--- config.mk ---
export PLATFORM = sky130hd
export DESIGN_NAME = acm_seq
export DESIGN_NICKNAME = d
export VERILOG_FILES = /design/src/design/acm_pkg.sv /design/src/design/acm_timer_if.sv /design/src/design/acm_timer.sv /design/src/design/acm_seq.sv
export SDC_FILE = /design/constraint.sdc
export NUM_CORES = 1
export LEC_CHECK = 0
export BUFFER_PORTS_ARGS = -buffer_cell sky130_fd_sc_hd__buf_2
export CAP_MARGIN = 20
export CORE_MARGIN = 2
export CORE_UTILIZATION = 52
export CTS_CLUSTER_SIZE = 16
export DETAILED_ROUTE_END_ITERATION = 8
export PLACE_DENSITY = 0.73
export RECOVER_POWER = 50
export SETUP_SLACK_MARGIN = 0.05
export SLEW_MARGIN = 0
export SYNTH_ARGS = -nofsm -noshare
export SYNTH_HDL_FRONTEND = slang
export SYNTH_SLANG_ARGS = --single-unit
--- constraint.sdc ---
create_clock -name sys_clk_i -period 2 [get_ports sys_clk_i]
set_clock_uncertainty 0.2 [all_clocks]
set_input_delay 0.5 -clock sys_clk_i [delete_from_list [all_inputs] [get_ports sys_clk_i]]
set_output_delay 0.5 -clock sys_clk_i [all_outputs]
set_load 0.005 [all_outputs]
--- src/design/acm_pkg.sv ---
package acm_pkg;
    localparam logic [1:0] MODE_REG_TRIG   = 2'h0;
    localparam logic [1:0] MODE_ONE_PULSE  = 2'h1;
    localparam logic [1:0] MODE_RESERVED   = 2'h2;
    localparam logic [1:0] MODE_PER_PULSE  = 2'h3;
    localparam logic [1:0] MODE_RESET      = MODE_REG_TRIG;
    localparam int         CLK_MHZ         = 25;
    localparam int         PWRUP_NS        = 200;
    localparam int         CONV_NS         = 3500;
    localparam int         PWRUP_CYC       = (PWRUP_NS * CLK_MHZ + 999) / 1000;
    localparam int         CONV_CYC        = (CONV_NS * CLK_MHZ + 999) / 1000;
    localparam int         CNT_W           = 12;
    localparam int         CHAN_W          = 11;
    typedef enum logic [2:0] {
        ST_IDLE  = 3'b000,
        ST_WAIT  = 3'b001,
        ST_PWRUP = 3'b010,
        ST_CONV  = 3'b011,
        ST_PWRDN = 3'b100
    } acm_state_t;
endpackage

--- src/design/acm_timer_if.sv ---
`timescale 1ns/1ns
`default_nettype none
interface acm_timer_if;
    import acm_pkg::*;
    logic             load;
    logic [CNT_W-1:0] count;
    logic             done;
    modport ctrl (output load, output count, input done);
    modport tmr  (input load, input count, output done);
endinterface
`default_nettype wire

--- src/design/acm_timer.sv ---
`timescale 1ns/1ns
`default_nettype none
module acm_timer
    import acm_pkg::*;
(
    input  wire logic   sys_clk_i,
    input  wire logic   rst_i,
    acm_timer_if.tmr    tif
);
    logic [CNT_W-1:0] cnt_ff;
    logic [CNT_W-1:0] nxt_cnt;
    logic             done_ff;
    logic             nxt_done;

    always_comb begin
        nxt_cnt  = cnt_ff;
        nxt_done = 1'b0;
        if (tif.load) begin
            nxt_cnt = tif.count;
        end else if (cnt_ff != '0) begin
            nxt_cnt = cnt_ff - 1'b1;
            nxt_done = (cnt_ff == {{(CNT_W-1){1'b0}}, 1'b1});
        end
    end

    always_ff @(posedge sys_clk_i or posedge rst_i) begin
        if (rst_i) begin
            cnt_ff  <= '0;
            done_ff <= 1'b0;
        end else begin
            cnt_ff  <= nxt_cnt;
            done_ff <= nxt_done;
        end
    end

    assign tif.done = done_ff;
endmodule
`default_nettype wire

--- src/design/acm_seq.sv ---
// Overview of operation
// - Leaving register-triggered mode mid-scan finishes all triggered conversions, then idles.
// - Busy stays high during mode change until outstanding conversions finish.
// - After pending work ends, commands follow the newly written mode.
// - Leaving single-pulse mode while awaiting first trigger: power down, idle at once.
// - Leaving single-pulse mode after sequence start: finish current conversion, then idle.
// - Leaving per-pulse mode while awaiting trigger: power down, idle, busy low.
// - Leaving per-pulse mode mid-conversion: finish that conversion, then idle.
// - Register-triggered mode: conversion write alone runs powerup, convert, powerdown.
// - Per-pulse mode: each convert-start low pulse converts exactly one channel.
`timescale 1ns/1ns
`default_nettype none
module acm_seq
    import acm_pkg::*;
#(
    parameter int CHANNELS = CHAN_W
)(
    input  wire logic                sys_clk_i,
    input  wire logic                rst_i,
    input  wire logic                clock_mode_select_high_i,
    input  wire logic                clock_mode_select_low_i,
    input  wire logic                mode_wr_i,
    input  wire logic                conv_wr_i,
    input  wire logic [CHANNELS-1:0] chan_sel_i,
    input  wire logic                convert_start_n_i,
    output logic                     busy_o,
    output logic                     adc_power_o,
    output logic                     conv_done_o,
    output logic [3:0]               conv_chan_o,
    output logic [1:0]               mode_o
);
    acm_timer_if tif ();
    acm_timer u_timer (
        .sys_clk_i (sys_clk_i),
        .rst_i     (rst_i),
        .tif       (tif)
    );

    logic                cs_meta_ff, cs_sync_ff, cs_prev_ff;
    logic                nxt_cs_meta, nxt_cs_sync, nxt_cs_prev;
    logic                cs_fall;
    acm_state_t          state_ff, nxt_state;
    logic [1:0]          mode_ff, nxt_mode;
    logic [1:0]          run_mode_ff, nxt_run_mode;
    logic                stop_ff, nxt_stop;
    logic [CHANNELS-1:0] pend_ff, nxt_pend;
    logic [3:0]          chan_ff, nxt_chan;
    logic                busy_ff, nxt_busy;
    logic                pwr_ff, nxt_pwr;
    logic                done_ff, nxt_done;
    logic [3:0]          first_chan;

    // Two-stage synchroniser for the pin, then falling-edge detect
    always_comb begin
        nxt_cs_meta = convert_start_n_i;
        nxt_cs_sync = cs_meta_ff;
        nxt_cs_prev = cs_sync_ff;
    end

    always_ff @(posedge sys_clk_i or posedge rst_i) begin
        if (rst_i) begin
            cs_meta_ff <= 1'b1;
            cs_sync_ff <= 1'b1;
            cs_prev_ff <= 1'b1;
        end else begin
            cs_meta_ff <= nxt_cs_meta;
            cs_sync_ff <= nxt_cs_sync;
            cs_prev_ff <= nxt_cs_prev;
        end
    end
    assign cs_fall = cs_prev_ff & ~cs_sync_ff;

    always_comb begin
        first_chan = 4'h0;
        for (int i = CHANNELS - 1; i >= 0; i--) begin
            if (nxt_pend_src(i)) begin
                first_chan = 4'(i);
            end
        end
    end

    function automatic logic nxt_pend_src(input int idx);
        nxt_pend_src = pend_ff[idx];
    endfunction

    always_comb begin
        nxt_state    = state_ff;
        nxt_mode     = mode_ff;
        nxt_run_mode = run_mode_ff;
        nxt_stop     = stop_ff;
        nxt_pend     = pend_ff;
        nxt_chan     = chan_ff;
        nxt_busy     = busy_ff;
        nxt_pwr      = pwr_ff;
        nxt_done     = 1'b0;
        tif.load     = 1'b0;
        tif.count    = '0;
        // Mode register takes effect on the edge after the write
        if (mode_wr_i) begin
            nxt_mode = {clock_mode_select_high_i, clock_mode_select_low_i};
        end
        case (state_ff)
            ST_IDLE: begin
                nxt_busy = 1'b0;
                nxt_stop = 1'b0;
                if (conv_wr_i && chan_sel_i != '0) begin
                    nxt_pend     = chan_sel_i;
                    nxt_run_mode = mode_ff;
                    if (mode_ff == MODE_REG_TRIG) begin
                        nxt_state = ST_PWRUP;
                        nxt_busy  = 1'b1;
                        nxt_pwr   = 1'b1;
                        tif.load  = 1'b1;
                        tif.count = CNT_W'(PWRUP_CYC);
                    end else if (mode_ff != MODE_RESERVED) begin
                        nxt_state = ST_WAIT;
                    end
                end
            end
            ST_WAIT: begin
                // Busy falls one cycle after a per-pulse conversion ends
                nxt_busy = 1'b0;
                // Armed but not triggered: drop straight to idle, ADC off
                if (mode_ff != run_mode_ff) begin
                    nxt_state = ST_IDLE;
                    nxt_pwr   = 1'b0;
                    nxt_busy  = 1'b0;
                    nxt_pend  = '0;
                end else if (cs_fall) begin
                    nxt_state = ST_PWRUP;
                    nxt_busy  = 1'b1;
                    nxt_pwr   = 1'b1;
                    tif.load  = 1'b1;
                    tif.count = CNT_W'(PWRUP_CYC);
                end
            end
            ST_PWRUP: begin
                // A register-triggered scan always runs to its end
                if (mode_ff != run_mode_ff && run_mode_ff != MODE_REG_TRIG) begin
                    nxt_stop = 1'b1;
                end
                if (tif.done) begin
                    nxt_state = ST_CONV;
                    nxt_chan  = first_chan;
                    tif.load  = 1'b1;
                    tif.count = CNT_W'(CONV_CYC);
                end
            end
            ST_CONV: begin
                if (mode_ff != run_mode_ff && run_mode_ff == MODE_ONE_PULSE) begin
                    nxt_stop = 1'b1;
                end
                if (tif.done) begin
                    nxt_done = 1'b1;
                    nxt_pend = pend_ff & ~(CHANNELS'(1) << chan_ff);
                    if (run_mode_ff == MODE_PER_PULSE) begin
                        // One channel per pulse; a mode change ends here anyway
                        if (nxt_pend == '0 || mode_ff != run_mode_ff) begin
                            nxt_state = ST_PWRDN;
                        end else begin
                            nxt_state = ST_WAIT;
                        end
                    end else if (nxt_pend == '0 || stop_ff
                                 || (mode_ff != run_mode_ff && run_mode_ff == MODE_ONE_PULSE)) begin
                        nxt_state = ST_PWRDN;
                    end else begin
                        // Short settle between channels; the ADC stays powered
                        nxt_state = ST_PWRUP;
                        tif.load  = 1'b1;
                        tif.count = 12'h001;
                    end
                end
            end
            ST_PWRDN: begin
                nxt_state = ST_IDLE;
                nxt_pwr   = 1'b0;
                nxt_busy  = 1'b0;
                nxt_pend  = '0;
            end
            default: begin
                nxt_state = ST_IDLE;
            end
        endcase
        // Stop flag never survives a register-triggered channel
        if (state_ff == ST_CONV && tif.done && run_mode_ff == MODE_REG_TRIG) begin
            nxt_stop = 1'b0;
        end
    end

    always_ff @(posedge sys_clk_i or posedge rst_i) begin
        if (rst_i) begin
            state_ff    <= ST_IDLE;
            mode_ff     <= MODE_RESET;
            run_mode_ff <= MODE_RESET;
            stop_ff     <= 1'b0;
            pend_ff     <= '0;
            chan_ff     <= 4'h0;
            busy_ff     <= 1'b0;
            pwr_ff      <= 1'b0;
            done_ff     <= 1'b0;
        end else begin
            state_ff    <= nxt_state;
            mode_ff     <= nxt_mode;
            run_mode_ff <= nxt_run_mode;
            stop_ff     <= nxt_stop;
            pend_ff     <= nxt_pend;
            chan_ff     <= nxt_chan;
            busy_ff     <= nxt_busy;
            pwr_ff      <= nxt_pwr;
            done_ff     <= nxt_done;
        end
    end

    assign busy_o      = busy_ff;
    assign adc_power_o = pwr_ff;
    assign conv_done_o = done_ff;
    assign conv_chan_o = chan_ff;
    assign mode_o      = mode_ff;
endmodule
`default_nettype wire

==> flow_metrics.tcl <==
set metrics [dict create \
    clock_sinks 42 \
    setup_tns_ps -3023 \
    port-buffer-count 26 \
    crit_buf_inv 0 \
    total_leakage_power_nw 1.487 \
    drv_cap 0 \
    min_period_ps 2259 \
    numCtsBuffers 5 \
    synth_edf_count 0 \
    worstSetupPathType "reg2reg" \
    drc_errors 0 \
    final_antenna_net_count 0 \
    via_count 2220 \
    clock_latency_ps 290 \
    required_ps 2010 \
    worst-path-stages 6 \
    syn_inst 270 \
    synth_largest_area_cell "dfrtp_1" \
    synth.top_cell.area_share_pct 40.52 \
    crit_family "compound AO/OA/AOI/OAI gates" \
    total_power_mw 1.516 \
    gr-usage-met1_pct 30.03 \
    busiest_layer "met2" \
    die_h_um 72.06 \
    cp_cell_sequence "or4b_4 > a21oi_4 > o221ai_4 > o2111ai_4 > nand3_4 > a211oi_2" \
    period_share_pct 112.9 \
    pin_count 27 \
    synth.avg_cell_area_um2 8.921 \
    multi_input_area_um2 1415 \
    worstPathMaxFanout 8 \
    grt_pass1_vias 2123 \
    finalNonFillerCells 396 \
    htree_levels 2 \
    synth.distinct_cells 52 \
    violations "hold timing, setup timing" \
    dp.cells 380 \
    root_buffer "clkbuf_8" \
    fmax_mhz 442.8 \
    synth_flop_cell "dfrtp_1" \
    use_met2_pct 40.33 \
    initial_utilization_pct 54.56 \
    clockBufferDepth 2 \
    synthArstFlopShare_pct 100.0 \
    seq_area_frac_synth_pct 43.79 \
    status "finished, violations left" \
    antenna_cells 0 \
    cp-start-kind "register" \
    regArea_um2 1060 \
    slew_headroom_pct 50.24 \
    grt_max_degree 32 \
    rows 24 \
    area.growth.synth_to_final_pct 34.60 \
    hold-worst-slack_ps -9.827 \
    grtUsageTotal_pct 23.28 \
    crit_arrival_ps 2270 \
    r2r_cells 6 \
    drive_gt1_share_pct 36.92 \
    yosysMostFrequentCell "dfrtp_1" \
    cts_tree "yes" \
    slowest_stage "or4b_4" \
    cp-end-kind "register" \
    drv_slew 0 \
    setup_viol 15 \
    synth_area_leaders "dfrtp_1 41%, nand2_1 5.3%, nor2_1 4.5%" \
    wl_per_cell_um 14.56 \
    antenna_found_initial 0 \
    ir_worst_vdd_uv 345.1 \
    grt_pass1_wl_mm 9.487 \
    clkTransAtPathRegs_ps 80 \
    cpPeakStageDelay_ps 580 \
    worst_hold_path_type "in2async" \
    drt_iter0_markers 85 \
    hpwl_mm 4.217 \
    p_per_area_nw_per_um2 467.5 \
    viasPerCell 5.606 \
    ys_ff_latch 42 \
    place.gp.congestion 0.8888 \
    tightest_slew_ps 746.4 \
    rsz0062_at_grt "true" \
    wirelength_mm 5.764 \
    synth_fp_nets 290 \
    synthTopCellsByCount "39 x dfrtp_1, 34 x nand2_1, 29 x nor2_1, 19 x a21oi_1, 12 x o21ai_1" \
    drtPass1Iterations 4 \
    mappedNetlistArea_um2 2409 \
    yosysWarnings 0 \
    die-area_um2 5192 \
    final_nets 363 \
    grt_remaining_overflow 0 \
    core_um2 4414 \
    setup_ws_ps -258.5 \
    ctsHoldBuffers 0 \
    fillCellCount 324 \
    hold_viol 8 \
    die_x_um 72.06 \
    met3_usage_pct 4.722 \
]
==> per-stage QoR <==
stage	utilization, %	setup WS, ps	cell area, um2
after global placement	67.38	-214.0	2974
after global routing	73.44	-332.1	3242
after CTS	70.66	-230.0	3119
after detailed placement	67.38	-263.2	2974
after floorplan	-	-161.2	2481
final	73.44	-258.5	3242
==> worst paths after layout <==
path / start / slack (ps) / end
max reg2reg: conv_chan_o[1] / -260 / u_timer.cnt_ff[1]
max in group asynchronous: rst_i / 500 / conv_chan_o[3]
max: conv_chan_o[1] / -260 / u_timer.cnt_ff[1]
min in group sys_clk_i: convert_start_n_i / 100 / cs_meta_ff
min reg2reg: cs_meta_ff / 160 / cs_sync_ff
min: rst_i / -10 / adc_power_o
==> cells by family (layout without fill, tap and decap cells) <==
| family | Yosys count | in the layout | synth area share [%] |
|---|---|---|---|
| AND/OR/NAND/NOR | 114 | 114 | 24.41 |
| AO/OA/AOI/OAI | 72 | 72 | 20.73 |
| flip-flops | 42 | 42 | 43.79 |
| buffers and inverters | 25 | 99 | 4.052 |
| XOR/XNOR | 9 | 9 | 3.272 |
| multiplexers | 6 | 6 | 2.701 |
| adder cells (fa/ha/maj) | 2 | 2 | 1.039 |
==> worst reg2reg max path, stage by stage, from the launching register on <==
cell and delay (ps):
dfrtp_2 470, or4b_4 580, a21oi_4 160, o221ai_4 130, o2111ai_4 320, nand3_4 150, a211oi_2 160
==> layer usage <==
layer	part of all wire, %	up-vias	wire length, um
met4	0.69	0	40
met5	0	-	0
met2	51	51	2961
met3	3.3	5	193
li1	-	1111	-
met1	45	1053	2568
==> final cells by class <==
class                           instances  area share (%)
Inverter                               12           1.389
Multi-Input combinational cell        203           43.65
Sequential cell                        42           32.69
Timing Repair Buffer                   79           17.44
Clock buffer                            7           2.663
Clock inverter                          1          0.1544
Tap cell                               52           2.007
==> power breakdown <==
part | total [mW] | switching [mW] | internal (mW)
sequential | 0.865 | 0.00687 | 0.858
combinational | 0.0892 | 0.0489 | 0.0403
clock | 0.562 | 0.283 | 0.279
==> timing repair <==
item,CTS,global route
setup buffers,4,5
pin swaps,11,10
setup endpoints to repair,17,25
resized for setup,10,22
==> sequential cells by signal, summed over array words and instances (netlist names) <==
register,count
mode_o,2
u_timer.tif.done,1
state_ff,3
pend_ff,11
cs_sync_ff,1
conv_done_o,1
u_timer.cnt_ff,12
adc_power_o,1
conv_chan_o,4
cs_meta_ff,1
stop_ff,1
cs_prev_ff,1
busy_o,1
run_mode_ff,2
==> cells in the final DEF (no fill, tap or decap), types with 6 or more instances in the layout <==
cell type and instances:
nand2_1 32, a21o_1 6, clkbuf_8 6, buf_2 26, buf_4 46, dfrtp_1 35
nor3_1 9, a21oi_1 15, o21ai_1 10, nor2b_1 7, inv_1 11, nor2_1 29
Power figures use the tool's default switching activity.
